File: src/hdl/acir_consts.vh
`ifndef ACIR_CONSTS_VH
`define ACIR_CONSTS_VH

// ==========================================================================
// Register indices on the serial management interface
`define ACIR_REG_CONV_CTRL    8'h0B
`define ACIR_REG_CONV_RESULT  8'h0C
`define ACIR_REG_IRQ_MASK     8'h0D
`define ACIR_REG_IRQ_REQUEST  8'h0E

// ==========================================================================
// Converter control fields
`define ACIR_CTRL_OVF_BIT     5
`define ACIR_CTRL_RDY_BIT     4
`define ACIR_CTRL_TRIG_BIT    3
`define ACIR_CTRL_EN_BIT      2
`define ACIR_CTRL_SEL_HI      1
`define ACIR_CTRL_SEL_LO      0

// ==========================================================================
// Interrupt mask and request layout (shared)
`define ACIR_IRQ_UV_BIT       7
`define ACIR_IRQ_UCMD_BIT     6
`define ACIR_IRQ_PERR_BIT     5
`define ACIR_IRQ_DONE_BIT     4
`define ACIR_IRQ_CMP_HI       3
`define ACIR_IRQ_CMP_LO       0

// ==========================================================================
// Reset values and full-scale code
`define ACIR_RST_CTRL         8'h00
`define ACIR_RST_RESULT       8'h00
`define ACIR_RST_MASK         8'h00
`define ACIR_RST_REQUEST      8'h00
`define ACIR_CODE_FULL        8'hFF

`endif

File: src/hdl/acir_conv_seq.v
`timescale 1ns/1ps
`include "acir_consts.vh"

// Conversion sequencer: trigger edge, status flags and result holding
module acir_conv_seq (
    // Clock and reset
    input  wire       clk,
    input  wire       rst,
    // Control from register file
    input  wire       trig_wr,
    input  wire       trig_val,
    input  wire       conv_enable,
    // Converter core
    input  wire       core_done,
    input  wire [7:0] core_code,
    input  wire       core_over,
    // Status
    output reg        start_q,
    output reg        trig_q,
    output reg        ready_q,
    output reg        over_q,
    output reg  [7:0] result_q,
    output wire       done_evt
);

    wire start_d;

    // Only a 0-to-1 move of the trigger starts; a repeated 1 does nothing
    assign start_d  = trig_wr & trig_val & ~trig_q & conv_enable;
    assign done_evt = core_done;

    always @(posedge clk) begin
        if (rst) begin
            start_q  <= 1'b0;
            trig_q   <= 1'b0;
            ready_q  <= 1'b0;
            over_q   <= 1'b0;
            result_q <= `ACIR_RST_RESULT;
        end else begin
            start_q <= start_d;
            // Trigger holds its written value, never self-clears
            if (trig_wr) begin
                trig_q <= trig_val;
            end
            if (core_done) begin
                ready_q <= 1'b1;
                over_q  <= core_over;
                // Above full scale the code pins at the top
                result_q <= core_over ? `ACIR_CODE_FULL : core_code;
            end else if (start_d) begin
                ready_q <= 1'b0;
                over_q  <= 1'b0;
            end
        end
    end

endmodule

File: src/hdl/acir_ctrl.v
`timescale 1ns/1ps
`include "acir_consts.vh"

module acir_ctrl (
    // Clock and reset
    input  wire       clk,
    input  wire       rst,
    // Register access from the serial management interface
    input  wire [7:0] reg_addr,
    input  wire       reg_wr,
    input  wire [7:0] reg_wdata,
    input  wire       reg_rd,
    output reg  [7:0] reg_rdata_q,
    output reg        reg_rvalid_q,
    // Host interface error events
    input  wire       undefined_command_evt,
    input  wire       parity_error_evt,
    // Buck under-voltage levels, asynchronous
    input  wire [2:0] buck_undervoltage,
    // Comparator side
    input  wire [3:0] comparator_trip_evt,
    input  wire [3:0] comparator_enable,
    input  wire [3:0] pin_output_enables,
    // Converter core
    output reg        conv_start_q,
    output reg  [1:0] input_source_select_q,
    output reg        converter_enable_q,
    input  wire       conv_done,
    input  wire [7:0] conv_code,
    input  wire       conv_over,
    // Interrupt request pin
    output reg        irq_n_q
);

    // ======================================================================
    // Decode
    wire       sel_ctrl;
    wire       sel_result;
    wire       sel_mask;
    wire       sel_request;
    wire       wr_ctrl;

    assign sel_ctrl    = (reg_addr == `ACIR_REG_CONV_CTRL);
    assign sel_result  = (reg_addr == `ACIR_REG_CONV_RESULT);
    assign sel_mask    = (reg_addr == `ACIR_REG_IRQ_MASK);
    assign sel_request = (reg_addr == `ACIR_REG_IRQ_REQUEST);
    assign wr_ctrl     = reg_wr & sel_ctrl;

    // ======================================================================
    // Under-voltage synchroniser and edge
    reg  [2:0] uv_meta_q;
    reg  [2:0] uv_sync_q;
    reg  [2:0] uv_prev_q;
    wire       uv_evt;

    always @(posedge clk) begin
        if (rst) begin
            uv_meta_q <= 3'h0;
            uv_sync_q <= 3'h0;
            uv_prev_q <= 3'h0;
        end else begin
            uv_meta_q <= buck_undervoltage;
            uv_sync_q <= uv_meta_q;
            uv_prev_q <= uv_sync_q;
        end
    end

    // Edge so a lasting fault does not re-arm after a clear
    assign uv_evt = |(uv_sync_q & ~uv_prev_q);

    // ======================================================================
    // Control and interrupt mask registers
    reg  [7:0] mask_q;

    always @(posedge clk) begin
        if (rst) begin
            input_source_select_q <= 2'h0;
            converter_enable_q    <= 1'b0;
            mask_q                <= `ACIR_RST_MASK;
        end else begin
            if (wr_ctrl) begin
                input_source_select_q <=
                    reg_wdata[`ACIR_CTRL_SEL_HI:`ACIR_CTRL_SEL_LO];
                converter_enable_q <= reg_wdata[`ACIR_CTRL_EN_BIT];
            end
            if (reg_wr && sel_mask) begin
                mask_q <= reg_wdata;
            end
        end
    end

    // ======================================================================
    // Conversion sequencer
    wire       trig_q;
    wire       ready_q;
    wire       over_q;
    wire [7:0] result_q;
    wire       done_evt;
    wire       start_q;

    // Enable takes effect in the same write as the trigger
    acir_conv_seq u_seq (
        .clk         (clk),
        .rst         (rst),
        .trig_wr     (wr_ctrl),
        .trig_val    (reg_wdata[`ACIR_CTRL_TRIG_BIT]),
        .conv_enable (reg_wdata[`ACIR_CTRL_EN_BIT]),
        .core_done   (conv_done),
        .core_code   (conv_code),
        .core_over   (conv_over),
        .start_q     (start_q),
        .trig_q      (trig_q),
        .ready_q     (ready_q),
        .over_q      (over_q),
        .result_q    (result_q),
        .done_evt    (done_evt)
    );

    always @(posedge clk) begin
        if (rst) begin
            conv_start_q <= 1'b0;
        end else begin
            conv_start_q <= start_q;
        end
    end

    // ======================================================================
    // Interrupt sources
    reg  [7:0] set_evt;
    wire [3:0] cmp_ok;
    wire [7:0] request_q;
    wire       irq_n;

    // Pins driven as outputs cannot act as comparator inputs
    assign cmp_ok = comparator_enable & ~pin_output_enables;

    always @* begin
        set_evt = 8'h00;
        set_evt[`ACIR_IRQ_UV_BIT]   = uv_evt;
        set_evt[`ACIR_IRQ_UCMD_BIT] = undefined_command_evt;
        set_evt[`ACIR_IRQ_PERR_BIT] = parity_error_evt;
        set_evt[`ACIR_IRQ_DONE_BIT] = done_evt;
        set_evt[`ACIR_IRQ_CMP_HI:`ACIR_IRQ_CMP_LO] =
            comparator_trip_evt & cmp_ok;
    end

    acir_irq #(
        .WIDTH (8)
    ) u_irq (
        .clk       (clk),
        .rst       (rst),
        .set_evt   (set_evt),
        .clear_rd  (reg_rd & sel_request),
        .mask      (mask_q),
        .request_q (request_q),
        .irq_n_q   (irq_n)
    );

    always @(posedge clk) begin
        if (rst) begin
            irq_n_q <= 1'b1;
        end else begin
            irq_n_q <= irq_n;
        end
    end

    // ======================================================================
    // Read data
    reg [7:0] rd_mux;

    always @* begin
        rd_mux = 8'h00;
        if (sel_ctrl) begin
            rd_mux[`ACIR_CTRL_OVF_BIT]  = over_q;
            rd_mux[`ACIR_CTRL_RDY_BIT]  = ready_q;
            rd_mux[`ACIR_CTRL_TRIG_BIT] = trig_q;
            rd_mux[`ACIR_CTRL_EN_BIT]   = converter_enable_q;
            rd_mux[`ACIR_CTRL_SEL_HI:`ACIR_CTRL_SEL_LO] =
                input_source_select_q;
        end else if (sel_result) begin
            rd_mux = result_q;
        end else if (sel_mask) begin
            rd_mux = mask_q;
        end else if (sel_request) begin
            rd_mux = request_q;
        end
    end

    always @(posedge clk) begin
        if (rst) begin
            reg_rdata_q  <= 8'h00;
            reg_rvalid_q <= 1'b0;
        end else begin
            reg_rvalid_q <= reg_rd;
            if (reg_rd) begin
                reg_rdata_q <= rd_mux;
            end
        end
    end

endmodule

File: src/hdl/acir_irq.v
`timescale 1ns/1ps
`include "acir_consts.vh"

// Sticky request register with mask and clear-on-read
module acir_irq #(
    parameter WIDTH = 8
) (
    // Clock and reset
    input  wire             clk,
    input  wire             rst,
    // Events and control
    input  wire [WIDTH-1:0] set_evt,
    input  wire             clear_rd,
    input  wire [WIDTH-1:0] mask,
    // Status
    output reg  [WIDTH-1:0] request_q,
    output reg              irq_n_q
);

    wire [WIDTH-1:0] request_d;

    // A set in the clearing cycle survives
    assign request_d = (clear_rd ? {WIDTH{1'b0}} : request_q) | set_evt;

    always @(posedge clk) begin
        if (rst) begin
            request_q <= `ACIR_RST_REQUEST;
            irq_n_q   <= 1'b1;
        end else begin
            request_q <= request_d;
            irq_n_q   <= ~|(request_d & mask);
        end
    end

endmodule

File: config.mk
export PLATFORM = sky130hd
export DESIGN_NAME = acir_ctrl
export DESIGN_NICKNAME = d
export VERILOG_FILES = /design/src/hdl/acir_conv_seq.v /design/src/hdl/acir_ctrl.v /design/src/hdl/acir_irq.v
export VERILOG_INCLUDE_DIRS = /design/src /design/src/hdl
export SDC_FILE = /design/constraint.sdc
export NUM_CORES = 1
export LEC_CHECK = 0
export BUFFER_PORTS_ARGS = -buffer_cell sky130_fd_sc_hd__buf_2
export CAP_MARGIN = 20
export CORE_ASPECT_RATIO = 1.1
export CORE_MARGIN = 1.5
export CORE_UTILIZATION = 40
export CTS_BUF_LIST = sky130_fd_sc_hd__clkbuf_2 sky130_fd_sc_hd__clkbuf_4 sky130_fd_sc_hd__clkbuf_8
export DETAILED_ROUTE_END_ITERATION = 12
export GPL_TIMING_DRIVEN = 0
export SLEW_MARGIN = 20
export SYNTH_ARGS = -nofsm -noshare
export SYNTH_HDL_FRONTEND = slang
export SYNTH_SLANG_ARGS = --single-unit
File: constraint.sdc
create_clock -name clk -period 2.7 [get_ports clk]
set_input_delay 0.675 -clock clk [delete_from_list [all_inputs] [get_ports clk]]
set_output_delay 0.675 -clock clk [all_outputs]
set_load 0.02 [all_outputs]
==> flow_summary.yaml, run 1 <==
min_path:
  hold_path.class: "flop to flop"
power:
  power_density_nw_per_um2: 571
  p_leak_nw: 1.07
  ir_drop_uv: 246
global_route:
  grt_max_degree: 17
  grt_pass1_vias: 1817
  overflow: 0
  grt_pass1_wl_mm: 8.92
  antenna_found_initial: 0
  track_usage_pct: 20.9
timing:
  setup_ws_ps: 221
  setup_viol: 0
  rsz0062_at_grt: "false"
  max_clock_freq_mhz: 403
  slew_headroom_pct: 57.0
  skew_ps: 4.40
  min_period_ps: 2480
  fin_crit_sh_pct: 91.8
  worst_pin_slew_ps: 640
  drv_slew: 0
  hold_viol_final: 0
run:
  maxCapViolations: 0
placed_design:
  place_congestion: 0.829
  place_hpwl_mm: 4.09
  place_ws_ps: -274
  portBuffers: 57
critical_path:
  crit_type: "input pin to flop"
  required_ps: 2920
  r2r_end: "u_irq.irq_n_q"
  crit_path_max_fanout: 10
  crit_end: "u_irq.irq_n_q"
  rrSetupSlack_ps: 1300
  cp-start-kind: "input pin"
  startpoint: "reg_rd"
  arrival_ps: 2700
  worst_r2r_path_depth: 4
  endpoint_kind: "flop"
  r2r_start: "uv_prev_q[0]"
cells_and_area:
  final_util_pct: 51.4
  drive_above_1_share_pct: 26.6
  antennaDiodeCount: 0
  area_delta_synth_final_pct: 22.6
  layout.nets: 351
detailed_routing:
  firstDrtPassIters: 4
  num_vias: 1940
  ant_nets: 0
  wl_per_cell_um: 15.6
  drt_iter0_markers: 144
  drc: 0
  via_per_inst: 5.34
  finalWirelength_mm: 5.67
floorplan:
  start_util_pct: 41.9
  io_pins: 61
  dieArea_um2: 5750
  num_rows: 27
  core-area_um2: 5070
  die_h_um: 79.4
  die_w_um: 72.5
synth:
  syn_inst: 239
  synth_edf_count: 0
  synth_mux_area_share_pct: 5.07
  yosys_warnings: 0
  yosysMostFrequentCell: "dfxtp_1"
  synth_top_family_by_area: "simple AND/OR/NAND/NOR gates"
  synth_fa_ha_area_share_pct: 0
  synthTopCellsByArea: "dfxtp_1 (49%), a21oi_1 (4.9%), nor2b_1 (3.8%)"
  synth_top_area_share_pct: 49.0
  synth_xor_area_share_pct: 0
  syn-num-nets: 286
  synth_top_area_cell: "dfxtp_1"
  synthFlopType: "dfxtp_1"
  synth_cell_types: 42
  synth_common_cells: "dfxtp_1 (52), a21oi_1 (21), nand2_1 (20), nor2_1 (20), nor2b_1 (13)"
  async_reset_ff_share_pct: 0
  ys_ff_latch: 52
  synth-compound-area-share_pct: 20.4
  synth-simple-area-share_pct: 20.6
  avgSynthCellArea_um2: 8.88
  synth-seq-area-share_pct: 49.0
  synth_area_um2: 2120
cts:
  ctsRootBufferMaster: "clkbuf_8"
  hold_buffers: 0
  post_cts_buffers: 0
  cts.clk_slew.worst_paths_ps: 100
  cts_max_level: 2
  cts-buffers-inserted: 5
  cts_tree: "built"
  clkSinkCount: 52
  clockBufferDepth: 2
  clk_latency_ps: 310
run_status:
  status: "completed"
==> layout by cell type, fill, tap and decap left out, types with 2 or more instances in the layout <==
cell type and count:
a21oi_1 21, a222oi_1 2, a22oi_1 8, a31oi_1 7
buf_2 59, clkbuf_1 10, clkbuf_8 5, dfxtp_1 52
inv_1 11, mux2_2 6, mux2i_1 4, nand2_1 20
nand2b_1 3, nand3_1 8, nand3b_1 3, nor2_1 20
nor2b_1 13, nor3_1 3, nor4_1 3, o21ai_0 11
o22ai_1 9
==> worst max-delay path: stages <==
cell and delay [ps]:
clkbuf_1 470, inv_1 290, or4_4 590, buf_6 150, a211o_1 290, o41ai_2 210
==> final cells by class <==
class	count	area [um^2]
Timing Repair Buffer	58	290
Buffer	14	62.6
Clock buffer	5	68.8
Clock inverter	3	42.5
Sequential cell	52	1040
Tap cell	58	72.6
Fill cell	525	2460
Inverter	11	41.3
Multi-Input combinational cell	162	983
==> kinds of logic (layout without fill, tap and decap cells) <==
family          count (synthesis)  in the layout
simple gates                   84             84
compound gates                 68             68
mux                            10             10
buf+inv                        25             91
flops                          52             52
==> repair_timing <==
action | in CTS | in global routing
resized for setup | 0 | 1
hold endpoints to repair | 0 | 0
setup endpoints to repair | 0 | 10
==> stage by stage <==
stage	cells	hold WS, ps	power (W)	cell area [um^2]	TNS, ps
floorplan	239	389	0.000901	2120	0
global placement	354	392	0.000965	2480	-2560
detailed placement	354	404	0.000967	2480	-2650
CTS	362	427	0.00150	2590	0
global route	363	439	0.00154	2600	0
finish	363	425	0.00149	2600	0
==> sequential cells by signal, summed over array words and instances (netlist names) <==
name,cells
reg_rdata_q,8
uv_meta_q,3
u_seq.over_q,1
u_irq.request_q,8
reg_rvalid_q,1
converter_enable_q,1
input_source_select_q,2
u_seq.trig_q,1
irq_n_q,1
conv_start_q,1
mask_q,8
uv_sync_q,3
u_seq.ready_q,1
u_seq.start_q,1
u_irq.irq_n_q,1
uv_prev_q,3
u_seq.result_q,8
==> how the worst min path moves through the flow <==
stage                        from      end  slack (ps)  cells past startpoint
global route        u_irq.irq_n_q  irq_n_q         440                      1
finish              u_irq.irq_n_q  irq_n_q         420                      1
global placement    u_irq.irq_n_q  irq_n_q         390                      1
CTS                 u_irq.irq_n_q  irq_n_q         430                      1
detailed placement  u_irq.irq_n_q  irq_n_q         400                      1
floorplan           u_irq.irq_n_q  irq_n_q         390                      1
==> layer usage <==
layer / vias up / GRT usage [%] / part of all wire [%]
li1: 985 / - / -
met1: 888 / 28.4 / 46
met2: 58 / 31.6 / 46
met3: 9 / 5.18 / 5.9
met4: 0 / 8.68 / 1.8
met5: - / 0 / 0
==> power breakdown <==
part           switching [W]  internal, W
Combinational      0.0000789    0.0000602
Clock               0.000261     0.000275
Sequential         0.0000161     0.000796
No activity file was read; power rests on OpenSTA's default activity.
==> inputs of run 2 (changes only) <==
--- a/config.mk
+++ b/config.mk
@@ -10,10 +10,11 @@
 export CAP_MARGIN = 20
 export CORE_ASPECT_RATIO = 1.1
 export CORE_MARGIN = 1.5
-export CORE_UTILIZATION = 40
+export CORE_UTILIZATION = 53
 export CTS_BUF_LIST = sky130_fd_sc_hd__clkbuf_2 sky130_fd_sc_hd__clkbuf_4 sky130_fd_sc_hd__clkbuf_8
 export DETAILED_ROUTE_END_ITERATION = 12
 export GPL_TIMING_DRIVEN = 0
+export PLACE_DENSITY = 0.81
 export SLEW_MARGIN = 20
 export SYNTH_ARGS = -nofsm -noshare
 export SYNTH_HDL_FRONTEND = slang
==> run 2 against run 1 <==
Core utilization is 17 points higher. Sequential power about the same. Global-route usage is 4.5 points higher. Hold slack got worse by 19 ps. Final cell count decreased by 2.8%. First-iteration DRC count decreased by 5.6%. Die area fell by 24%. Clock-buffer cell count grew 2. Fmax is 0.90% higher. Power is 4.5% lower. Setup slack better by 22 ps. Critical path type unchanged. Critical endpoint is now reg_rdata_q[6]. Highest routed layer unchanged.
==> flow_summary.yaml, run 2 (synthesis results as in run 1) <==
run_status:
  status: "completed"
cts:
  cts-buffers-inserted: 5
  ctsRootBufferMaster: "clkbuf_8"
  hold_buffers: 0
  clockBufferDepth: 2
  cts.clk_slew.worst_paths_ps: 90
  cts_max_level: 2
  clk_latency_ps: 310
  clkSinkCount: 52
  cts_tree: "built"
timing:
  fin_crit_sh_pct: 91.0
  max_clock_freq_mhz: 407
  min_period_ps: 2460
  skew_ps: 6.71
  drv_slew: 0
  worst_pin_slew_ps: 1010
  slew_headroom_pct: 32.2
  hold_viol_final: 0
  rsz0062_at_grt: "false"
  setup_viol: 0
  setup_ws_ps: 243
floorplan:
  io_pins: 61
  core-area_um2: 3740
  num_rows: 23
  dieArea_um2: 4400
  die_w_um: 63.4
  start_util_pct: 56.8
  die_h_um: 69.4
cells_and_area:
  mostFrequentLayoutCells: "buf_2 (59), dfxtp_1 (52), a21oi_1 (21), nor2_1 (20), nand2_1 (20)"
  final_util_pct: 68.8
  nFillCells: 351
  antennaDiodeCount: 0
  area_delta_synth_final_pct: 21.2
  drive_above_1_share_pct: 26.1
  final_common_cell: "buf_2"
  multiInputGateArea_um2: 983
  layout.nets: 350
  regArea_um2: 1040
  finalInstanceArea_um2: 2570
power:
  power_w: 0.00142
  p_sw_share_pct: 23.6
  switching_power_w: 0.000335
  power_density_nw_per_um2: 552
  pwr-share-clk_pct: 33.2
  p_int_w: 0.00108
  p_leak_nw: 1.06
  ir_drop_uv: 389
  pwr-share-comb_pct: 9.7
  pwr-share-seq_pct: 57.2
detailed_routing:
  finalWirelength_mm: 5.35
  num_vias: 2043
  wl_per_cell_um: 15.2
  ant_nets: 0
  drc: 0
  drt_iter0_markers: 136
  firstDrtPassIters: 5
  via_per_inst: 5.79
critical_path:
  arrival_ps: 2700
  endpoint_kind: "flop"
  crit_type: "input pin to flop"
  required_ps: 2940
  cp-start-kind: "input pin"
  crit_path_max_fanout: 8
placed_design:
  place_ws_ps: -193
  portBuffers: 57
  place_area_um2: 2470
  place_congestion: 0.882
  place_hpwl_mm: 3.90
global_route:
  overflow: 0
  grt_pass1_vias: 1850
  grt_max_degree: 15
  antenna_found_initial: 0
  track_usage_pct: 25.3
  grt_pass1_wl_mm: 8.76
min_path:
  hold_path.class: "flop to flop"
run:
  maxCapViolations: 0
-- run 2: cell count changes in the layout (fill, tap and decap cells not counted) --
cell / change
clkbuf_8: +2
clkinv_2: -1
bufinv_16: -1
clkbuf_2: -1
clkinvlp_4: -1
-- run 2: worst max-delay path: stages --
cell     delay [ps]
buf_2           110
or4_1           510
buf_2           180
nor3_1          820
a22oi_1         220
a21oi_1         180
-- run 2: final timing paths --
| kind | cells past startpoint | from | slack (ps) | endpoint |
|---|---|---|---|---|
| max | 6 | reg_addr[5] | 240 | reg_rdata_q[6] |
| min | 1 | u_irq.irq_n_q | 410 | irq_n_q |
| max reg2reg | 4 | uv_prev_q[0] | 1300 | u_irq.irq_n_q |
| min reg2reg | 1 | u_irq.irq_n_q | 410 | irq_n_q |
-- run 2: metrics by stage --
stage | instances | setup TNS [ps] | hold slack, ps
after global routing | 353 | 0 | 428
after floorplan | 239 | 0 | 389
after CTS | 353 | 0 | 412
after global placement | 346 | -1960 | 396
after detailed placement | 346 | -1620 | 397
final | 353 | 0 | 405
-- run 2: metal layers --
layer	GRT usage [%]	wire length [um]	vias to the layer above
li1	-	-	991
met1	33.4	2300	954
met2	40.7	2580	91
met3	5.52	396	7
met4	9.18	74	0
met5	0	0	-
-- run 2: timing repair --
| item | in CTS | in global routing |
|---|---|---|
| buffers inserted | 0 | 0 |
| resized for setup | 0 | 1 |
| setup endpoints to repair | 0 | 1 |
-- run 2: power groups by stage --
stage | Sequential [W] | Clock, W | Combinational, W
detailed placement | 0.000830 | 0 | 0.000135
global placement | 0.000830 | 0 | 0.000132
global route | 0.000816 | 0.000511 | 0.000153
finish | 0.000812 | 0.000471 | 0.000137
floorplan | 0.000831 | 0 | 0.0000692
CTS | 0.000812 | 0.000472 | 0.000136
-- run 2: area by class of cell --
| cell class | instances | area share, % |
|---|---|---|
| inverters | 11 | 1.61 |
| plain buffers | 14 | 2.43 |
| repair buffers | 57 | 11.1 |
| flip-flops and latches | 52 | 40.5 |
| clock buffers | 7 | 3.75 |
| well taps | 50 | 2.43 |
| multi-input cells | 162 | 38.2 |
==> inputs of run 3 (changes only) <==
--- a/config.mk
+++ b/config.mk
@@ -6,16 +6,18 @@
 export SDC_FILE = /design/constraint.sdc
 export NUM_CORES = 1
 export LEC_CHECK = 0
+export ABC_AREA = 1
 export BUFFER_PORTS_ARGS = -buffer_cell sky130_fd_sc_hd__buf_2
 export CAP_MARGIN = 20
 export CORE_ASPECT_RATIO = 1.1
 export CORE_MARGIN = 1.5
-export CORE_UTILIZATION = 53
+export CORE_UTILIZATION = 54
 export CTS_BUF_LIST = sky130_fd_sc_hd__clkbuf_2 sky130_fd_sc_hd__clkbuf_4 sky130_fd_sc_hd__clkbuf_8
 export DETAILED_ROUTE_END_ITERATION = 12
 export GPL_TIMING_DRIVEN = 0
-export PLACE_DENSITY = 0.81
+export PLACE_DENSITY = 0.82
 export SLEW_MARGIN = 20
 export SYNTH_ARGS = -nofsm -noshare
 export SYNTH_HDL_FRONTEND = slang
+export SYNTH_HIERARCHICAL = 1
 export SYNTH_SLANG_ARGS = --single-unit
==> run 3 against run 2 <==
Critical path type unchanged. Register-to-register slack better by 290 ps. Via count rose by 7.7%. Clock skew fell by 1.2 ps. Combinational power is essentially flat.
==> flow_summary.yaml, run 3 <==
cts:
  hold_buffers: 0
  cts_max_level: 2
  cts.clk_slew.worst_paths_ps: 90
  post_cts_buffers: 0
  clkSinkCount: 52
  cts_tree: "built"
  cts-buffers-inserted: 5
  clk_latency_ps: 300
  clockBufferDepth: 2
  ctsRootBufferMaster: "clkbuf_8"
  ctsResizeCount: 0
synth:
  synth_cell_types: 26
  yosysMostFrequentCell: "nand2_1"
  synth_top_area_cell: "dfxtp_1"
  synth_common_cells: "nand2_1 (80), dfxtp_1 (52), inv_1 (43), nor2_1 (36), a21oi_1 (28)"
  synth-seq-area-share_pct: 45.4
  avgSynthCellArea_um2: 7.14
  yosys_warnings: 6
  synth_top_area_share_pct: 45.4
  syn_inst: 321
  synth_edf_count: 0
  synth_area_um2: 2290
  syn-num-nets: 368
  async_reset_ff_share_pct: 0
  ys_ff_latch: 52
  synthFlopType: "dfxtp_1"
  synthTopCellsByArea: "dfxtp_1 (45%), nand2_1 (13%), inv_1 (7.0%)"
timing:
  drv_slew: 0
  tns_ps: 0
  max_clock_freq_mhz: 503
  min_period_ps: 1990
  whs_ps: 407
  skew_ps: 5.54
  setup_viol: 0
  rsz0062_at_grt: "false"
  slew_headroom_pct: 67.8
  fin_crit_sh_pct: 73.7
  worst_pin_slew_ps: 483
  hold_viol_final: 0
floorplan:
  die_w_um: 65.1
  io_pins: 61
  die_h_um: 71.3
  start_util_pct: 57.0
  core-area_um2: 4020
  num_rows: 24
  dieArea_um2: 4650
cells_and_area:
  drive_above_1_share_pct: 25.3
  antennaDiodeCount: 0
  mostFrequentLayoutCells: "nand2_1 (80), buf_2 (60), dfxtp_1 (52), inv_1 (43), nor2_1 (36)"
  area_delta_synth_final_pct: 21.2
  final_common_cell: "nand2_1"
  nFillCells: 353
  multiInputGateArea_um2: 1010
  finalInstanceArea_um2: 2780
  layout.nets: 434
  regArea_um2: 1040
  final_util_pct: 69.1
global_route:
  grt_max_degree: 16
  grt_pass1_wl_mm: 8.43
  antenna_found_initial: 0
  overflow: 0
  grt_pass1_vias: 2003
  track_usage_pct: 23.5
power:
  power_density_nw_per_um2: 544
  p_leak_nw: 1.32
  power_w: 0.00151
  ir_drop_uv: 465
critical_path:
  crit_end: "u_irq/irq_n_q"
  arrival_ps: 2240
  cp-start-kind: "input pin"
  crit_path_max_fanout: 10
  required_ps: 2950
  endpoint_kind: "flop"
  r2r_end: "u_irq/irq_n_q"
  startpoint: "reg_rd"
  worst_r2r_path_depth: 10
  crit_type: "input pin to flop"
  r2r_start: "uv_sync_q[0]"
  rrSetupSlack_ps: 1590
detailed_routing:
  ant_nets: 0
  num_vias: 2201
  firstDrtPassIters: 4
  drt_iter0_markers: 146
  finalWirelength_mm: 5.13
  drc: 0
  wl_per_cell_um: 11.7
  via_per_inst: 5.00
min_path:
  hold_path.class: "flop to flop"
  min_path_cells: 2
run:
  maxCapViolations: 0
placed_design:
  portBuffers: 59
  place_congestion: 0.899
  place_area_um2: 2650
  place_hpwl_mm: 3.94
run_status:
  status: "completed"
==> run 3: routing by layer <==
layer  share of wire (%)  track usage [%]
met1                  41             26.4
met2                  51             40.7
met3                 7.1             7.85
met4                 1.2             9.95
met5                   0                0
==> run 3: layout make-up <==
type	instances	area share, %
timing repair buffer	59	10.6
clock inverter	1	1.08
buffer	8	2.07
multi-input combinational	212	36.3
clock buffer	7	3.47
tap	52	2.34
inverter	49	6.62
sequential	52	37.5
==> run 3: worst min path at each step <==
| stage | startpoint | to | slack, ps |
|---|---|---|---|
| floorplan | u_seq/start_q | conv_start_q | 390 |
| global placement | uv_meta_q[2] | uv_sync_q[2] | 390 |
| detailed placement | u_irq/irq_n_q | irq_n_q | 400 |
| CTS | uv_meta_q[1] | uv_sync_q[1] | 410 |
| global route | uv_meta_q[1] | uv_sync_q[1] | 420 |
| finish | uv_meta_q[1] | uv_sync_q[1] | 410 |
==> run 3: cell families (layout without fill, tap and decap cells) <==
kind of cell           Yosys count  in the layout  share of synthesized area [%]
AO/OA/AOI/OAI                   52             52                           12.3
AND/OR/NAND/NOR                160            160                           31.7
flip-flops                      52             52                           45.4
buffers and inverters           57            124                           10.5
==> run 3: power by group <==
group          total (W)  switching (W)  internal [W]
clock network   0.000569       0.000242      0.000327
registers       0.000804      0.0000121      0.000792
logic           0.000137      0.0000814     0.0000555
==> run 3: worst max-delay path, stage by stage <==
cell and delay (ps):
buf_2 170, clkinv_1 310, nor4_1 410, inv_2 150, nand2_1 120, nand2_1 70, nand2_1 60, nand2_1 50
nor2_1 90, nand2_1 60, nand2_1 60
==> run 3: through the flow <==
stage | worst slack, ps | instances
after floorplan | 775 | 321
after global placement | 469 | 432
after detailed placement | 478 | 432
after CTS | 742 | 440
after global routing | 574 | 440
final | 710 | 440
